[src/shared/relay_latch_pkg.sv]
// Package: constants for the sixteen-channel relay control latch.
// Assumes a single 200 MHz backplane clock and a command-strobe port.
package relay_latch_pkg;
   localparam int CHAN_COUNT = 16;
   localparam int CHAN_IDX_W = 4;
   localparam int ID_W = 24;
   localparam int CMD_W = 3;
   localparam logic [15:0] LATCH_RESET = 16'h0000;
   localparam logic CHAN_CLOSED = 1'b1;
   localparam logic CHAN_OPEN = 1'b0;
   // Identity values are arbitrary, not tied to any real part
   localparam logic [23:0] ID_FULL_DEFAULT = 24'hA5C301;
   localparam logic [23:0] ID_PARTIAL_DEFAULT = 24'hA5C000;
   // Command codes on the command port
   localparam logic [2:0] CMD_NOP = 3'h0;
   localparam logic [2:0] CMD_WORD_WRITE = 3'h1;
   localparam logic [2:0] CMD_WORD_READ = 3'h2;
   localparam logic [2:0] CMD_CHAN_WRITE = 3'h3;
   localparam logic [2:0] CMD_CLOSE_LIST = 3'h4;
   localparam logic [2:0] CMD_OPEN_LIST = 3'h5;
   localparam logic [2:0] CMD_STATE_QUERY = 3'h6;
   localparam logic [2:0] CMD_RESET = 3'h7;
   localparam logic [2:0] CMD_ID_QUERY = 3'h0;
endpackage : relay_latch_pkg

[src/verilog/relay_channel_control_latch.sv]
// Sixteen-channel relay control latch with command port and readback.
// Assumes the controller drives commands on i_clk; module presence is a pin.
//
// Notes on behaviour
// - Word bit n drives relay channel n; bit 0 is channel 0, bit 15 channel 15.
// - Bit 1 energizes relay (closed, on); bit 0 leaves it de-energized (open).
// - Whole-word write loads all sixteen channel bits in one operation.
// - Whole-word read returns the programmed latch state with the same mapping.
// - Word is unsigned binary; channel 15 is the most significant bit.
// - Single-channel write changes only the addressed channel bit.
// - Close-list sets listed bits to closed, others unchanged.
// - Open-list clears listed bits to open, others unchanged.
// - State query reports latch value of each listed channel.
// - Reset command returns all latches and relays to power-on state.
// - Identity query returns the product identification code.
// - Terminal module absent gives a generic, incomplete identification code.
// - Data crosses as a binary word; decimal conversion is the controller's.
// - With power gone all relays fall to normally-open, the open state.
// - Latch holds each relay state until that channel is reprogrammed.
`timescale 1ns/1ps
`default_nettype none
module relay_channel_control_latch
   import relay_latch_pkg::*;
#(
   parameter logic [23:0] ID_FULL = ID_FULL_DEFAULT,
   parameter logic [23:0] ID_PARTIAL = ID_PARTIAL_DEFAULT
) (
   input wire logic i_clk,
   input wire logic i_rstn,
   input wire logic i_ce,
   input wire logic i_cmd_valid,
   input wire logic [2:0] i_cmd,
   input wire logic i_id_query,
   input wire logic [15:0] i_wdata,
   input wire logic [3:0] i_chan,
   input wire logic i_chan_data,
   input wire logic i_terminal_present,
   output logic [15:0] o_relay_drive,
   output logic [15:0] o_rdata,
   output logic o_rdata_valid,
   output logic [23:0] o_id,
   output logic o_id_valid
);

   // ------------------------------------------------------------
   // Presence pin synchroniser
   // ------------------------------------------------------------
   logic pres_s1_r, pres_s2_r, pres_s3_r, pres_r;
   always_ff @(posedge i_clk or negedge i_rstn) begin
      if (!i_rstn) begin
         pres_s1_r <= 1'b0;
         pres_s2_r <= 1'b0;
         pres_s3_r <= 1'b0;
         pres_r <= 1'b0;
      end else if (i_ce) begin
         pres_s1_r <= i_terminal_present;
         pres_s2_r <= pres_s1_r;
         pres_s3_r <= pres_s2_r;
         // Accept a change only when two stages agree
         if (pres_s2_r == pres_s3_r) begin
            pres_r <= pres_s3_r;
         end
      end
   end

   // ------------------------------------------------------------
   // Command decode
   // ------------------------------------------------------------
   wire logic go = i_ce && i_cmd_valid;
   wire logic do_word_wr = go && (i_cmd == CMD_WORD_WRITE);
   wire logic do_word_rd = go && (i_cmd == CMD_WORD_READ);
   wire logic do_chan_wr = go && (i_cmd == CMD_CHAN_WRITE);
   wire logic do_close = go && (i_cmd == CMD_CLOSE_LIST);
   wire logic do_open = go && (i_cmd == CMD_OPEN_LIST);
   wire logic do_query = go && (i_cmd == CMD_STATE_QUERY);
   wire logic do_reset = go && (i_cmd == CMD_RESET);
   wire logic do_id = i_ce && i_id_query;

   logic [15:0] latch_r, latch_nxt;
   logic [15:0] chan_mask;
   assign chan_mask = 16'h0001 << i_chan;

   always_comb begin
      latch_nxt = latch_r;
      if (do_reset) begin
         latch_nxt = LATCH_RESET;
      end else if (do_word_wr) begin
         latch_nxt = i_wdata;
      end else if (do_chan_wr) begin
         latch_nxt = i_chan_data ? (latch_r | chan_mask)
                                 : (latch_r & ~chan_mask);
      end else if (do_close) begin
         latch_nxt = latch_r | i_wdata;
      end else if (do_open) begin
         latch_nxt = latch_r & ~i_wdata;
      end
   end

   // ------------------------------------------------------------
   // Latch, readback and identity
   // ------------------------------------------------------------
   always_ff @(posedge i_clk or negedge i_rstn) begin
      if (!i_rstn) begin
         latch_r <= LATCH_RESET;
         o_rdata <= LATCH_RESET;
         o_rdata_valid <= 1'b0;
         o_id <= '0;
         o_id_valid <= 1'b0;
      end else if (i_ce) begin
         latch_r <= latch_nxt;
         o_rdata_valid <= do_word_rd || do_query;
         o_id_valid <= do_id;
         if (do_word_rd) begin
            o_rdata <= latch_r;
         end else if (do_query) begin
            o_rdata <= latch_r & i_wdata;
         end
         if (do_id) begin
            o_id <= pres_r ? ID_FULL : ID_PARTIAL;
         end
      end
   end

   // Bit n straight to channel n; all-zero is every relay released
   assign o_relay_drive = latch_r;
endmodule : relay_channel_control_latch
`default_nettype wire

[config.mk]
export PLATFORM = sky130hd
export DESIGN_NAME = relay_channel_control_latch
export DESIGN_NICKNAME = d
export VERILOG_FILES = /design/src/shared/relay_latch_pkg.sv /design/src/verilog/relay_channel_control_latch.sv
export SDC_FILE = /design/constraint.sdc
export NUM_CORES = 1
export LEC_CHECK = 0
export BUFFER_PORTS_ARGS = -buffer_cell sky130_fd_sc_hd__buf_2
export CORE_MARGIN = 4
export CORE_UTILIZATION = 30
export DETAILED_ROUTE_END_ITERATION = 8
export SLEW_MARGIN = 20
export SYNTH_ARGS = -nofsm -noshare
export SYNTH_HDL_FRONTEND = slang
export SYNTH_SLANG_ARGS = --single-unit
[constraint.sdc]
create_clock -name i_clk -period 1.4 [get_ports i_clk]
set_clock_uncertainty 0.1 [all_clocks]
set_input_delay 0.14 -clock i_clk [delete_from_list [all_inputs] [get_ports i_clk]]
set_output_delay 0.14 -clock i_clk [all_outputs]
set_load 0.01 [all_outputs]
# ---- After elaboration in Yosys (flattened, before gate mapping)
# Index checks and enable logic that the tools add are counted.
dict set report totals {
  regBits 62
  inputBits 30
  output_inout_bits 58
  wordCells 50
}
dict set report op_classes {
  eq_ne 8
  shifts 1
  n_mux 9
  bitwise 7
  reduce_logical 16
}
# operator count
set ops {}
lappend ops {{$mux 16} 8}
lappend ops {{$and 16x16->16} 3}
lappend ops {{$not 16->16} 2}
lappend ops {{$or 16x16->16} 2}
lappend ops {{$shl 1x4->16 const A} 1}
lappend ops {{$eq 3x3->1 const B} 4}
lappend ops {{$mux 10} 1}
lappend ops {{$logic_and 1x1->1} 9}
lappend ops {{$reduce_and 2->1} 4}
lappend ops {{$eq 3x2->1 const B} 2}
lappend ops {{$reduce_bool 5->1} 1}
lappend ops {{$eq 3x1->1 const B} 1}
lappend ops {{$reduce_bool 2->1} 1}
lappend ops {{$eq 1x1->1} 1}
lappend ops {{$logic_or 1x1->1} 1}

# ---- Depth between registers and ports, before layout
# Gate-level depths: netlist of run 1.
dict set report logic_depth {
  ltp_word 7
  depth_mapped 6
  depth_no_buf 4
}

# ---- Worst setup path after synthesis of run 1
# Ideal clock, no wire load.
dict set report synth_path {
  path_kind {input-to-reg}
  from {in i_cmd[2]}
  to {reg latch_r[13] (netlist: o_relay_drive[13])}
  setup_ps 126
  arrival_time_ps 1127
  required_time_ps 1174
  slack_ps 46
  path_stages 5
  path_buffers 1
  cell_sequence {buf_2 -> nor2b_2 -> nand4_2 -> mux2i_1 -> a311o_1}
}
dict set report synth_via {
  elab_chain_cells 6
  word_cells_on_any_way 16
  classes_between {eq/ne (5); mux (4); reduce/logical (7)}
}
# element line
set synth_rtl {}
lappend synth_rtl {{start, declared} relay_channel_control_latch.sv:32} ;# input wire logic [2:0] i_cmd,
lappend synth_rtl {{$eq 3x3->1} relay_channel_control_latch.sv:73} ;# wire logic do_close = go && (i_cmd == CMD_CLOSE_LIST);
lappend synth_rtl {{$logic_and 1x1->1} relay_channel_control_latch.sv:73}
lappend synth_rtl {{$mux 16} relay_channel_control_latch.sv:92} ;# end else if (do_close) begin
lappend synth_rtl {{$mux 16} relay_channel_control_latch.sv:89} ;# end else if (do_chan_wr) begin
lappend synth_rtl {{$mux 16} relay_channel_control_latch.sv:87} ;# end else if (do_word_wr) begin
lappend synth_rtl {{$mux 16} relay_channel_control_latch.sv:85} ;# if (do_reset) begin
lappend synth_rtl {{end signal, assigned} relay_channel_control_latch.sv:110} ;# latch_r <= latch_nxt;
lappend synth_rtl {{end, declared} relay_channel_control_latch.sv:79} ;# logic [15:0] latch_r, latch_nxt;
# Several ways; a longest one is shown, not always the timed one.
# A chain may end at the register's enable or synchronous reset.

# ---- Worst setup path after layout of run 1
dict set report layout_path {
  from {in i_wdata[6]}
  to {reg o_rdata[6]}
}
dict set report layout_via {
  elab_chain_cells 3
}
# element line
set layout_rtl {}
lappend layout_rtl {{start, declared} relay_channel_control_latch.sv:34} ;# input wire logic [15:0] i_wdata,
lappend layout_rtl {{$and 16x16->16} relay_channel_control_latch.sv:116} ;# o_rdata <= latch_r & i_wdata;
lappend layout_rtl {{$mux 16} relay_channel_control_latch.sv:115} ;# end else if (do_query) begin
lappend layout_rtl {{$mux 16} relay_channel_control_latch.sv:113} ;# if (do_word_rd) begin
lappend layout_rtl {{end signal, assigned} relay_channel_control_latch.sv:114} ;# o_rdata <= latch_r;
lappend layout_rtl {{end signal, assigned} relay_channel_control_latch.sv:116}
lappend layout_rtl {{end, declared} relay_channel_control_latch.sv:39} ;# output logic [15:0] o_rdata,
# No other way between the ends. The select of a mux whose other input is x is not followed.

==> qor.csv, run 1 <==
stage,metric,value,unit
placement,Detailed Place HPWL,4.773,mm
power,Seq pwr share,44.8,%
die,height of the die,96.41,microns
power,PwrDens,1055,nW/um^2
power,net switching power,0.001006,W
power,Sw Share,31.03,%
logic_synthesis,post-synthesis mux area share,8.751,%
sta,setup ws final,0.2254,ns
detailed_routing,drt drc,0,
sta,Final setup viols,0,
cells_and_area,Antenna diodes,0,
die,Rows,31,
cts,Worst-Skew Late Latency,0.29,ns
logic_synthesis,"EDFF count, synth",0,
status,outcome,completed,
die,Initial Utilization,31.65,%
sta,RSZ-0062 raised after global routing,false,
cells_and_area,Final Non-Filler Cells,446,
sta,fmax,851.4,MHz
cts,clock-pin transition on the worst setup and hold timing paths,0.08,ns
die,die area,9294,sq um
logic_synthesis,area share of fa/ha/maj cells after synthesis,0,%
sta,Final Max Slew Viols,0,
sta,final worst path period share,83.90,%
logic_synthesis,Synth Area in Simple Gates,16.17,%
logic_synthesis,Cell variety after synth,33,
detailed_routing,wire length per cell,14.76,microns
cells_and_area,Final #Nets,376,
cts,Num Clock Sinks,40,
cts,CTS H-tree lvls,2,
critical_path,crit path kind,in2reg,
placement,Buffers on Ports,72,
detailed_routing,First DRT Iteration DRCs,105,
cts,CTS Buf Count,5,
power,P_leak,1.417,nW
power,Internal Power,0.002236,W
global_route,initial antenna violation count,0,
power,worst vdd ir,0.6180,mV
power,combinational power share,26.1,%
run,Max Cap Violations,0,
detailed_routing,Post-Route WL,6.585,mm
placement,placed cells,423,
cells_and_area,Area Overhead vs Synth,31.06,%
logic_synthesis,register area share after synthesis,42.69,%
logic_synthesis,synthesis warning total,0,
sta,Hold Slack,0.009669,ns
critical_path,critical path peak fanout,3,
critical_path,Setup crit end kind,register,
placement,Placement Setup Slack,-0.2303,ns
cells_and_area,fraction of layout cells with a size suffix above 1,29.68,%
logic_synthesis,Syn Inst Count,259,
hold_path,worst min path class,in2reg,
cts,largest buffer count on any clock path,2,
die,CORE AREA,7408,sq um
global_route,vias in the first global route,2173,
sta,Setup TNS Final,0,ns
logic_synthesis,Synth Area in Compound Gates,20.65,%
cts,clock root cell,clkbuf_8,
detailed_routing,DRT Pass-1 Iters,4,
critical_path,nature of the critical path startpoint,input port,
logic_synthesis,"Primary FF master, synth",dfrtp_1,
global_route,first-pass GRT wire length,10.59,mm
logic_synthesis,Syn Std Cell Area,2345,sq um
logic_synthesis,largest family of logic cells by synthesized area,compound AO/OA/AOI/OAI gates,
detailed_routing,vias per inst,4.812,
logic_synthesis,Mapped Avg Cell Area,9.053,sq um
critical_path,WP data arrival,1.24,ns
detailed_routing,remaining antenna violation count,0,
sta,final hold viol count,0,
cells_and_area,post-layout util,41.48,%
placement,routability congestion estimate,0.8177,
sta,min cycle time layout,1.175,ns
global_route,total global-route track usage,14.87,%
cells_and_area,Fill cells,737,
cts,CTS tree,built,
logic_synthesis,xor and xnor area share after synthesis,0.3735,%
detailed_routing,total number of vias,2146,
critical_path,worst endpoint required time,1.46,ns
critical_path,Reg2Reg Setup Slack,0.30,ns
sta,Rel. slew slack,54.25,%
die,DIE WIDTH,96.41,microns
logic_synthesis,async set or reset register ratio after synthesis,100.0,%
global_route,largest net degree at the start of global routing,41,
power,Clk pwr share,29.1,%
global_route,remaining global-route overflow,0,
sta,worst slew pin tran,0.6840,ns
logic_synthesis,#FFs+latches synth,40,
die,I/O Pins,88,
==> state kept, by name, indices dropped and copies added, names as in the netlist <==
| signal | flops |
|---|---|
| o_relay_drive | 16 |
| o_rdata | 16 |
| o_id_valid | 1 |
| pres_s1_r | 1 |
| pres_s2_r | 1 |
| pres_s3_r | 1 |
| o_id | 2 |
| o_rdata_valid | 1 |
| pres_r | 1 |
==> critical path, cell delays in order <==
cell and delay (ns):
dlygate4sd3_1 0.55, buf_2 0.14, o21ai_0 0.32, o21ai_1 0.09
==> synthesized netlist by cell type, types with 2 or more instances <==
cell type	instances	area, sq um
o21ai_0	18	90.09
buf_2	9	45.04
nor3_1	6	30.03
buf_4	22	165.2
o21a_1	16	120.1
nor2_1	9	33.78
dfrtp_1	40	1001
o21ai_1	16	80.08
mux2i_1	16	160.2
nand2b_1	7	43.79
buf_6	2	22.52
nand3_1	2	10.01
inv_1	5	18.77
a21oi_1	4	20.02
nand2_1	51	191.4
mux2_2	4	45.04
clkbuf_1	2	7.510
o221ai_1	15	131.4
==> logic make-up after synthesis <==
| kind of cell | Yosys count |
|---|---|
| compound gates | 73 |
| xor+xnor | 1 |
| buf+inv | 41 |
| flops | 40 |
| mux | 20 |
| other cells | 1 |
| simple gates | 83 |
==> cells in the final DEF (no fill, tap or decap) <==
cell           count
a21oi_1            4
clkbuf_8           5
inv_2              1
nand2_1           51
o2111ai_1          1
nand3_1            2
o21a_1            16
nor4bb_1           1
inv_1              5
nor2b_1            1
mux2i_1           16
nor2_1             9
dlygate4sd3_1     15
conb_1            15
nand4_2            1
nor4_1             1
nor2b_2            1
nor3_4             1
nand2b_1           7
buf_2             72
bufinv_16          1
mux2_2             4
dfrtp_1           40
nor3_1             6
and4b_1            1
clkinv_2           1
o21ai_1           16
o221ai_1          15
buf_4              9
o21ai_0           18
a21oi_2            1
a311o_1            1
or3_1              1
o2111ai_2          1
clkbuf_1           1
xnor2_1            1
buf_12             5
==> path summary, 6_finish.rpt <==
kind	startpoint	to	depth (start not counted)
max	i_wdata[6]	o_rdata[6]$_DFFE_PN0P_	4
min	i_id_query	o_id[21]$_DFFE_PN0P_	3
max reg2reg	o_relay_drive[13]$_DFFE_PN0P_	o_relay_drive[13]$_DFFE_PN0P_	2
min reg2reg	o_rdata[7]$_DFFE_PN0P_	o_rdata[7]$_DFFE_PN0P_	2
max in group asynchronous	i_rstn	o_rdata[12]$_DFFE_PN0P_	3
min in group asynchronous	i_rstn	o_relay_drive[6]$_DFFE_PN0P_	3
==> metrics by stage <==
stage          power, W  cell area, sq um
5_1_grt        0.003440              3073
2_1_floorplan  0.001936              2397
3_3_place_gp   0.002271              2809
3_5_place_dp   0.002296              2809
6_report       0.003241              3073
4_1_cts        0.003275              3067
==> final cells by class <==
cell class                 count  area (sq um)  area share, %
clock buffer                   6         72.57          2.362
clock inverter                 2         35.03          1.140
inverter                       6         22.52         0.7329
multi-input combinational    192          1140          37.09
sequential                    40          1001          32.57
tap                           99         123.9          4.031
timing repair buffer         101         678.2          22.07
==> power groups by stage <==
stage / clock network, W / registers, W / logic, W
floorplan: 0 / 0.00153 / 0.000406
global placement: 0 / 0.00147 / 0.000805
detailed placement: 0 / 0.00148 / 0.000820
CTS: 0.000969 / 0.00145 / 0.000852
global route: 0.00102 / 0.00148 / 0.000943
finish: 0.000944 / 0.00145 / 0.000845
==> what timing repair did <==
action | in CTS | in global routing
buffers inserted | 0 | 0
hold buffers | 15 | 0
resized for setup | 0 | 1
hold endpoints to repair | 54 | 0
endpoints found under the setup margin | 0 | 3
==> per-layer routing <==
layer	track usage, %	routed length (microns)	vias up
li1	-	-	1053
met1	19.19	2861	1017
met2	24.27	3158	68
met3	3.176	465	8
met4	5.958	99	0
met5	0	0	-
Power figures use the tool's default switching activity.
==> inputs of run 2 (changes only) <==
clock period = 1.2 ns   (was 1.4 ns; I/O delays follow)
==> qor.csv, run 2 (synthesis gave the netlist of run 1 again) <==
stage,metric,value,unit,change
critical_path,Setup crit end kind,register,,
cells_and_area,"commonest non-fill, non-tap cell in the layout",buf_2,,
cts,clock root cell,clkbuf_8,,
cts,Num Clock Sinks,40,,unchanged
critical_path,max incr delay on CP,0.54,ns,about the same
power,P_leak,1.477,nW,+4.2%
detailed_routing,wire length per cell,14.13,microns,-4.3%
power,combinational power share,27.9,%,+1.8 points
power,Internal Power,0.002495,W,+12%
cts,Worst-Skew Late Latency,0.29,ns,about the same
die,Initial Utilization,31.65,%,unchanged
critical_path,CP max stage cell,dlygate4sd3_1,,
critical_path,R2R Path Start,o_relay_drive[13]$_DFFE_PN0P_,,
global_route,remaining global-route overflow,0,,unchanged
detailed_routing,total number of vias,2160,,+0.65%
cells_and_area,Final Non-Filler Cells,460,,+3.1%
detailed_routing,drt drc,0,,unchanged
detailed_routing,Post-Route WL,6.499,mm,-1.3%
cells_and_area,Area Overhead vs Synth,37.46,%,
power,Sw Share,31.75,%,+0.71 points
placement,Detailed Place HPWL,4.840,mm,+1.4%
die,die area,9294,sq um,unchanged
critical_path,WP data arrival,1.20,ns,-0.04 ns
power,net switching power,0.001160,W,+15%
critical_path,crit path kind,in2reg,,
critical_path,critical path peak fanout,3,,unchanged
power,PwrDens,1134,nW/um^2,+7.5%
power,Seq pwr share,46.4,%,+1.6 points
sta,min cycle time layout,1.121,ns,
die,height of the die,96.41,microns,unchanged
cells_and_area,Antenna diodes,0,,unchanged
sta,fmax,891.8,MHz,
detailed_routing,DRT Pass-1 Iters,4,,unchanged
global_route,first-pass GRT wire length,10.56,mm,-0.32%
global_route,initial antenna violation count,0,,unchanged
cts,largest buffer count on any clock path,2,,unchanged
placement,DP Area,2949,sq um,+5.0%
cells_and_area,design area,3223,sq um,+4.9%
hold_path,Worst Hold Launch,i_ce,,
die,I/O Pins,88,,unchanged
critical_path,CP Launch Point,i_id_query,,
power,Clk pwr share,25.7,%,-3.4 points
sta,Hold Slack,0.1254,ns,+0.1157 ns
placement,routability congestion estimate,0.7701,,-5.8%
sta,RSZ-0062 raised after global routing,false,,
placement,placed cells,434,,+2.6%
die,DIE WIDTH,96.41,microns,unchanged
cts,CTS Buf Count,5,,unchanged
die,CORE AREA,7408,sq um,unchanged
status,outcome,completed,,
detailed_routing,remaining antenna violation count,0,,unchanged
hold_path,worst min path class,in2reg,,
cts,clock-pin transition on the worst setup and hold timing paths,0.08,ns,about the same
cells_and_area,most frequent cells in the layout,"72 x buf_2, 51 x nand2_1, 40 x dfrtp_1",,
run,Max Cap Violations,0,,unchanged
cts,PostCTS Resize Cnt,0,,unchanged
cells_and_area,Final #Nets,390,,+3.7%
sta,final worst path period share,93.44,%,
cts,CTS H-tree lvls,2,,unchanged
critical_path,cells along the critical path,dlygate4sd3_1 > buf_2 > nand2_1 > mux2_2,,
critical_path,worst endpoint required time,1.28,ns,-0.18 ns
cts,CTS tree,built,,
global_route,total global-route track usage,14.51,%,-0.36 points
detailed_routing,First DRT Iteration DRCs,87,,-17%
sta,Final Max Slew Viols,0,,unchanged
placement,Buffers on Ports,72,,unchanged
global_route,largest net degree at the start of global routing,41,,unchanged
die,Rows,31,,unchanged
detailed_routing,vias per inst,4.696,,-2.4%
cells_and_area,post-layout util,43.51,%,+2.0 points
global_route,vias in the first global route,2130,,-2.0%
sta,Final setup viols,0,,unchanged
cells_and_area,fraction of layout cells with a size suffix above 1,31.58,%,+1.9 points
critical_path,nature of the critical path startpoint,input port,,
sta,final hold viol count,0,,unchanged
power,worst vdd ir,0.4173,mV,-32%
[run 2: final cells by class]
cell class / instances / area [sq um]
inverter: 6 / 22.52
fill: 756 / 4185
tap: 99 / 123.9
sequential: 40 / 1001
clock buffer: 7 / 86.33
clock inverter: 1 / 7.507
timing repair buffer: 115 / 815.8
multi-input combinational: 192 / 1166
[run 2: routing by layer]
metal | GRT usage (%) | part of all wire [%] | vias up
li1 | - | - | 1079
met1 | 18.45 | 44 | 1025
met2 | 24.38 | 50 | 48
met3 | 3.331 | 4.9 | 8
met4 | 4.673 | 1.8 | 0
met5 | 0 | 0 | -
[run 2: worst max-delay path: cells and delay by family]
family / cells / cell delay (ns)
buffers and inverters: 2 / 0.66
multiplexers: 1 / 0.33
AND/OR/NAND/NOR: 1 / 0.09
[run 2: through the flow]
| step | power [W] | setup WS (ns) | setup TNS, ns |
|---|---|---|---|
| finish | 0.003655 | 0.07867 | 0 |
| global route | 0.003893 | 0.01684 | 0 |
| CTS | 0.003698 | 0.08845 | 0 |
| detailed placement | 0.002716 | -0.1678 | -3.199 |
| global placement | 0.002685 | -0.1244 | -3.200 |
| floorplan | 0.002273 | 0.0009845 | 0 |
[run 2: power groups by stage]
stage          combinational (W)  clock (W)  sequential, W
3_5_place_dp            0.000991          0        0.00173
6_report                 0.00102   0.000940        0.00170
2_1_floorplan           0.000489          0        0.00178
5_1_grt                  0.00114    0.00103        0.00173
4_1_cts                  0.00104   0.000962        0.00170
3_3_place_gp            0.000975          0        0.00171
[run 2: timing repair]
action,in CTS,in global routing
buffers inserted,0,0
hold buffers,18,0
endpoints found under the hold margin,57,0
[run 2: worst paths after layout]
kind | endpoint | slack (ns) | cells past startpoint
max in group asynchronous | o_relay_drive[0]$_DFFE_PN0P_ | 0.56 | 3
hold reg to reg | o_rdata[13]$_DFFE_PN0P_ | 0.38 | 2
min in group asynchronous | pres_s3_r$_DFFE_PN0P_ | 0.23 | 3
hold / removal | o_rdata_valid$_DFFE_PN0P_ | 0.13 | 3
setup / recovery | o_id[9]$_DFFE_PN0P_ | 0.08 | 4
setup reg to reg | o_relay_drive[13]$_DFFE_PN0P_ | 0.11 | 2
==> inputs of run 3 (changes only) <==
CORE_UTILIZATION = 49   (was 30)
PLACE_DENSITY = 0.8   (was unset)
==> qor.csv, run 3 (synthesis gave the netlist of run 1 again) <==
stage,metric,value,unit,change
status,outcome,completed,,
cts,clock root cell,clkbuf_8,,
cells_and_area,Final #Nets,386,,-1.0%
die,height of the die,77.18,microns,-20%
detailed_routing,top layer in use,met4,,
power,Internal Power,0.002625,W,+5.2%
hold_path,hold path endpoint,o_relay_drive[12]$_DFFE_PN0P_,,
cts,Num Clock Sinks,40,,unchanged
cells_and_area,Area Overhead vs Synth,32.60,%,
cts,CTS Buf Count,5,,unchanged
detailed_routing,DRT Pass-1 Iters,4,,unchanged
critical_path,CP Launch Point,i_wdata[5],,
detailed_routing,First DRT Iteration DRCs,103,,+18%
critical_path,RR Endpoint,o_relay_drive[13]$_DFFE_PN0P_,,
critical_path,crit path kind,in2reg,,
critical_path,Reg2Reg Setup Slack,0.13,ns,+0.02 ns
global_route,total global-route track usage,21.66,%,+7.1 points
placement,routability congestion estimate,0.8907,,+16%
run,Max Cap Violations,0,,unchanged
cts,setup repair bufs after CTS,0,,unchanged
cells_and_area,most frequent cells in the layout,"72 x buf_2, 51 x nand2_1, 40 x dfrtp_1, 18 x o21ai_0, 18 x buf_4",,
sta,final hold viol count,0,,unchanged
sta,Final Max Slew Viols,0,,unchanged
power,Clk pwr share,28.4,%,+2.7 points
detailed_routing,remaining antenna violation count,0,,unchanged
critical_path,worst endpoint required time,1.27,ns,about the same
critical_path,nature of the critical path startpoint,input port,,
detailed_routing,vias per inst,5.511,,+17%
detailed_routing,drt drc,0,,unchanged
power,combinational power share,27.0,%,-0.9 points
critical_path,WP data arrival,1.22,ns,+0.02 ns
sta,worst slew pin tran,0.6185,ns,
sta,Setup TNS Final,0,ns,unchanged
die,Initial Utilization,52.06,%,+20 points
power,Sw Share,30.83,%,-0.91 points
detailed_routing,WL met2,3.012,mm,-6.5%
detailed_routing,Met1 Routed Length,2.786,mm,-1.9%
cts,CTS H-tree lvls,2,,unchanged
global_route,largest net degree at the start of global routing,41,,unchanged
cells_and_area,post-layout util,69.03,%,+26 points
critical_path,R2R Path Start,o_relay_drive[13]$_DFFE_PN0P_,,
hold_path,Hold Path Depth,3,,unchanged
sta,Final setup viols,0,,unchanged
hold_path,Worst Hold Launch,i_wdata[12],,
detailed_routing,wire length per cell,15.51,microns,+9.8%
placement,Detailed Place HPWL,4.413,mm,-8.8%
critical_path,critical path peak fanout,3,,unchanged
power,Seq pwr share,44.6,%,-1.8 points
detailed_routing,Post-Route WL,6.344,mm,-2.4%
critical_path,Worst Reg2Reg Path Length in Cells,2,,unchanged
global_route,first-pass GRT wire length,10.40,mm,-1.5%
sta,Rel. slew slack,58.63,%,
cts,clock-pin transition on the worst setup and hold timing paths,0.08,ns,about the same
power,P_leak,1.452,nW,-1.7%
sta,RSZ-0062 raised after global routing,false,,
power,net switching power,0.001170,W,+0.85%
power,PwrDens,1221,nW/um^2,+7.6%
die,die area,5956,sq um,-36%
cts,largest buffer count on any clock path,2,,unchanged
sta,fmax,864.8,MHz,-3.0%
cells_and_area,"commonest non-fill, non-tap cell in the layout",buf_2,,
cells_and_area,fraction of layout cells with a size suffix above 1,31.09,%,-0.49 points
cts,Worst-Skew Late Latency,0.29,ns,about the same
global_route,remaining global-route overflow,0,,unchanged
detailed_routing,Met3 Wirelength,448,microns,+41%
sta,min cycle time layout,1.156,ns,+0.03502 ns
die,CORE AREA,4504,sq um,-39%
detailed_routing,total number of vias,2254,,+4.4%
cells_and_area,Final Non-Filler Cells,409,,-11%
die,Rows,24,,-23%
die,DIE WIDTH,77.18,microns,-20%
cts,CTS tree,built,,
sta,final worst path period share,96.36,%,+2.9 points
hold_path,worst min path class,in2reg,,
global_route,initial antenna violation count,0,,unchanged
power,worst vdd ir,0.5004,mV,+20%
die,I/O Pins,88,,unchanged
placement,Buffers on Ports,72,,unchanged
placement,placed cells,383,,-12%
critical_path,Setup crit end kind,register,,
cells_and_area,Antenna diodes,0,,unchanged
global_route,vias in the first global route,2121,,-0.42%
[run 3: changes by cell type in the layout (fill, tap and decap cells not counted)]
| cell | before | now |
|---|---|---|
| buf_12 | 7 | 3 |
| bufinv_16 | 0 | 1 |
| clkbuf_8 | 6 | 5 |
| clkinv_2 | 0 | 1 |
| clkinvlp_4 | 1 | 0 |
| dlygate4sd3_1 | 18 | 17 |
| nor3_2 | 1 | 0 |
| nor3_4 | 0 | 1 |
| o2111ai_2 | 0 | 1 |
[run 3: repair_timing]
item / CTS / global route
endpoints found under the setup margin: 15 / 1
pin swaps: 0 / 1
hold buffers: 17 / 0
endpoints found under the hold margin: 57 / 0
resized for setup: 1 / 0
cloned: 0 / 1
[run 3: metal layers]
layer / track usage [%] / vias up
li1: - / 1084
met1: 29.28 / 1070
met2: 35.66 / 91
met3: 4.098 / 9
met4: 5.516 / 0
met5: 0 / -
[run 3: worst max-delay path by stage]
| stage | end | slack, ns | depth (start not counted) |
|---|---|---|---|
| 2_1_floorplan | o_relay_drive[13]$_DFFE_PN0P_ | 0.001 | 5 |
| 3_3_place_gp | o_relay_drive[10]$_DFFE_PN0P_ | -0.32 | 5 |
| 3_5_place_dp | o_relay_drive[0]$_DFFE_PN0P_ | -0.37 | 5 |
| 4_1_cts | o_id[9]$_DFFE_PN0P_ | 0.08 | 4 |
| 5_1_grt | o_relay_drive[1]$_DFFE_PN0P_ | 0.02 | 5 |
| 6_report | o_rdata[5]$_DFFE_PN0P_ | 0.04 | 4 |
[run 3: worst max-delay path, cell delays in order]
cell           delay [ns]
dlygate4sd3_1        0.53
buf_2                0.13
o21ai_0              0.34
o21ai_1              0.10
[run 3: stage by stage]
step                      area [sq um]  hold WS (ns)  power, W  worst slack (ns)
after CTS                         3094      0.008113  0.003794           0.08472
after global placement            2810      0.006103  0.002641           -0.3195
after global routing              3109       0.04723  0.004018           0.01502
final                             3109      0.001827  0.003795           0.04365
after detailed placement          2810      0.006787  0.002681           -0.3668
after floorplan                   2449       -0.2756  0.002273         0.0009845
[run 3: layout make-up]
type                            instances  area (sq um)
Clock buffer                            6         72.57
Clock inverter                          2         35.03
Fill cell                             356          1395
Inverter                                6         22.52
Multi-Input combinational cell        193          1187
Sequential cell                        40          1001
Tap cell                               52         65.06
Timing Repair Buffer                  110         725.7
[run 3: power by group through the flow]
stage	sequential [W]	clock [W]	combinational, W
finish	0.00169	0.00108	0.00102
global route	0.00172	0.00116	0.00113
CTS	0.00169	0.00109	0.00101
detailed placement	0.00172	0	0.000959
global placement	0.00171	0	0.000933
floorplan	0.00178	0	0.000489
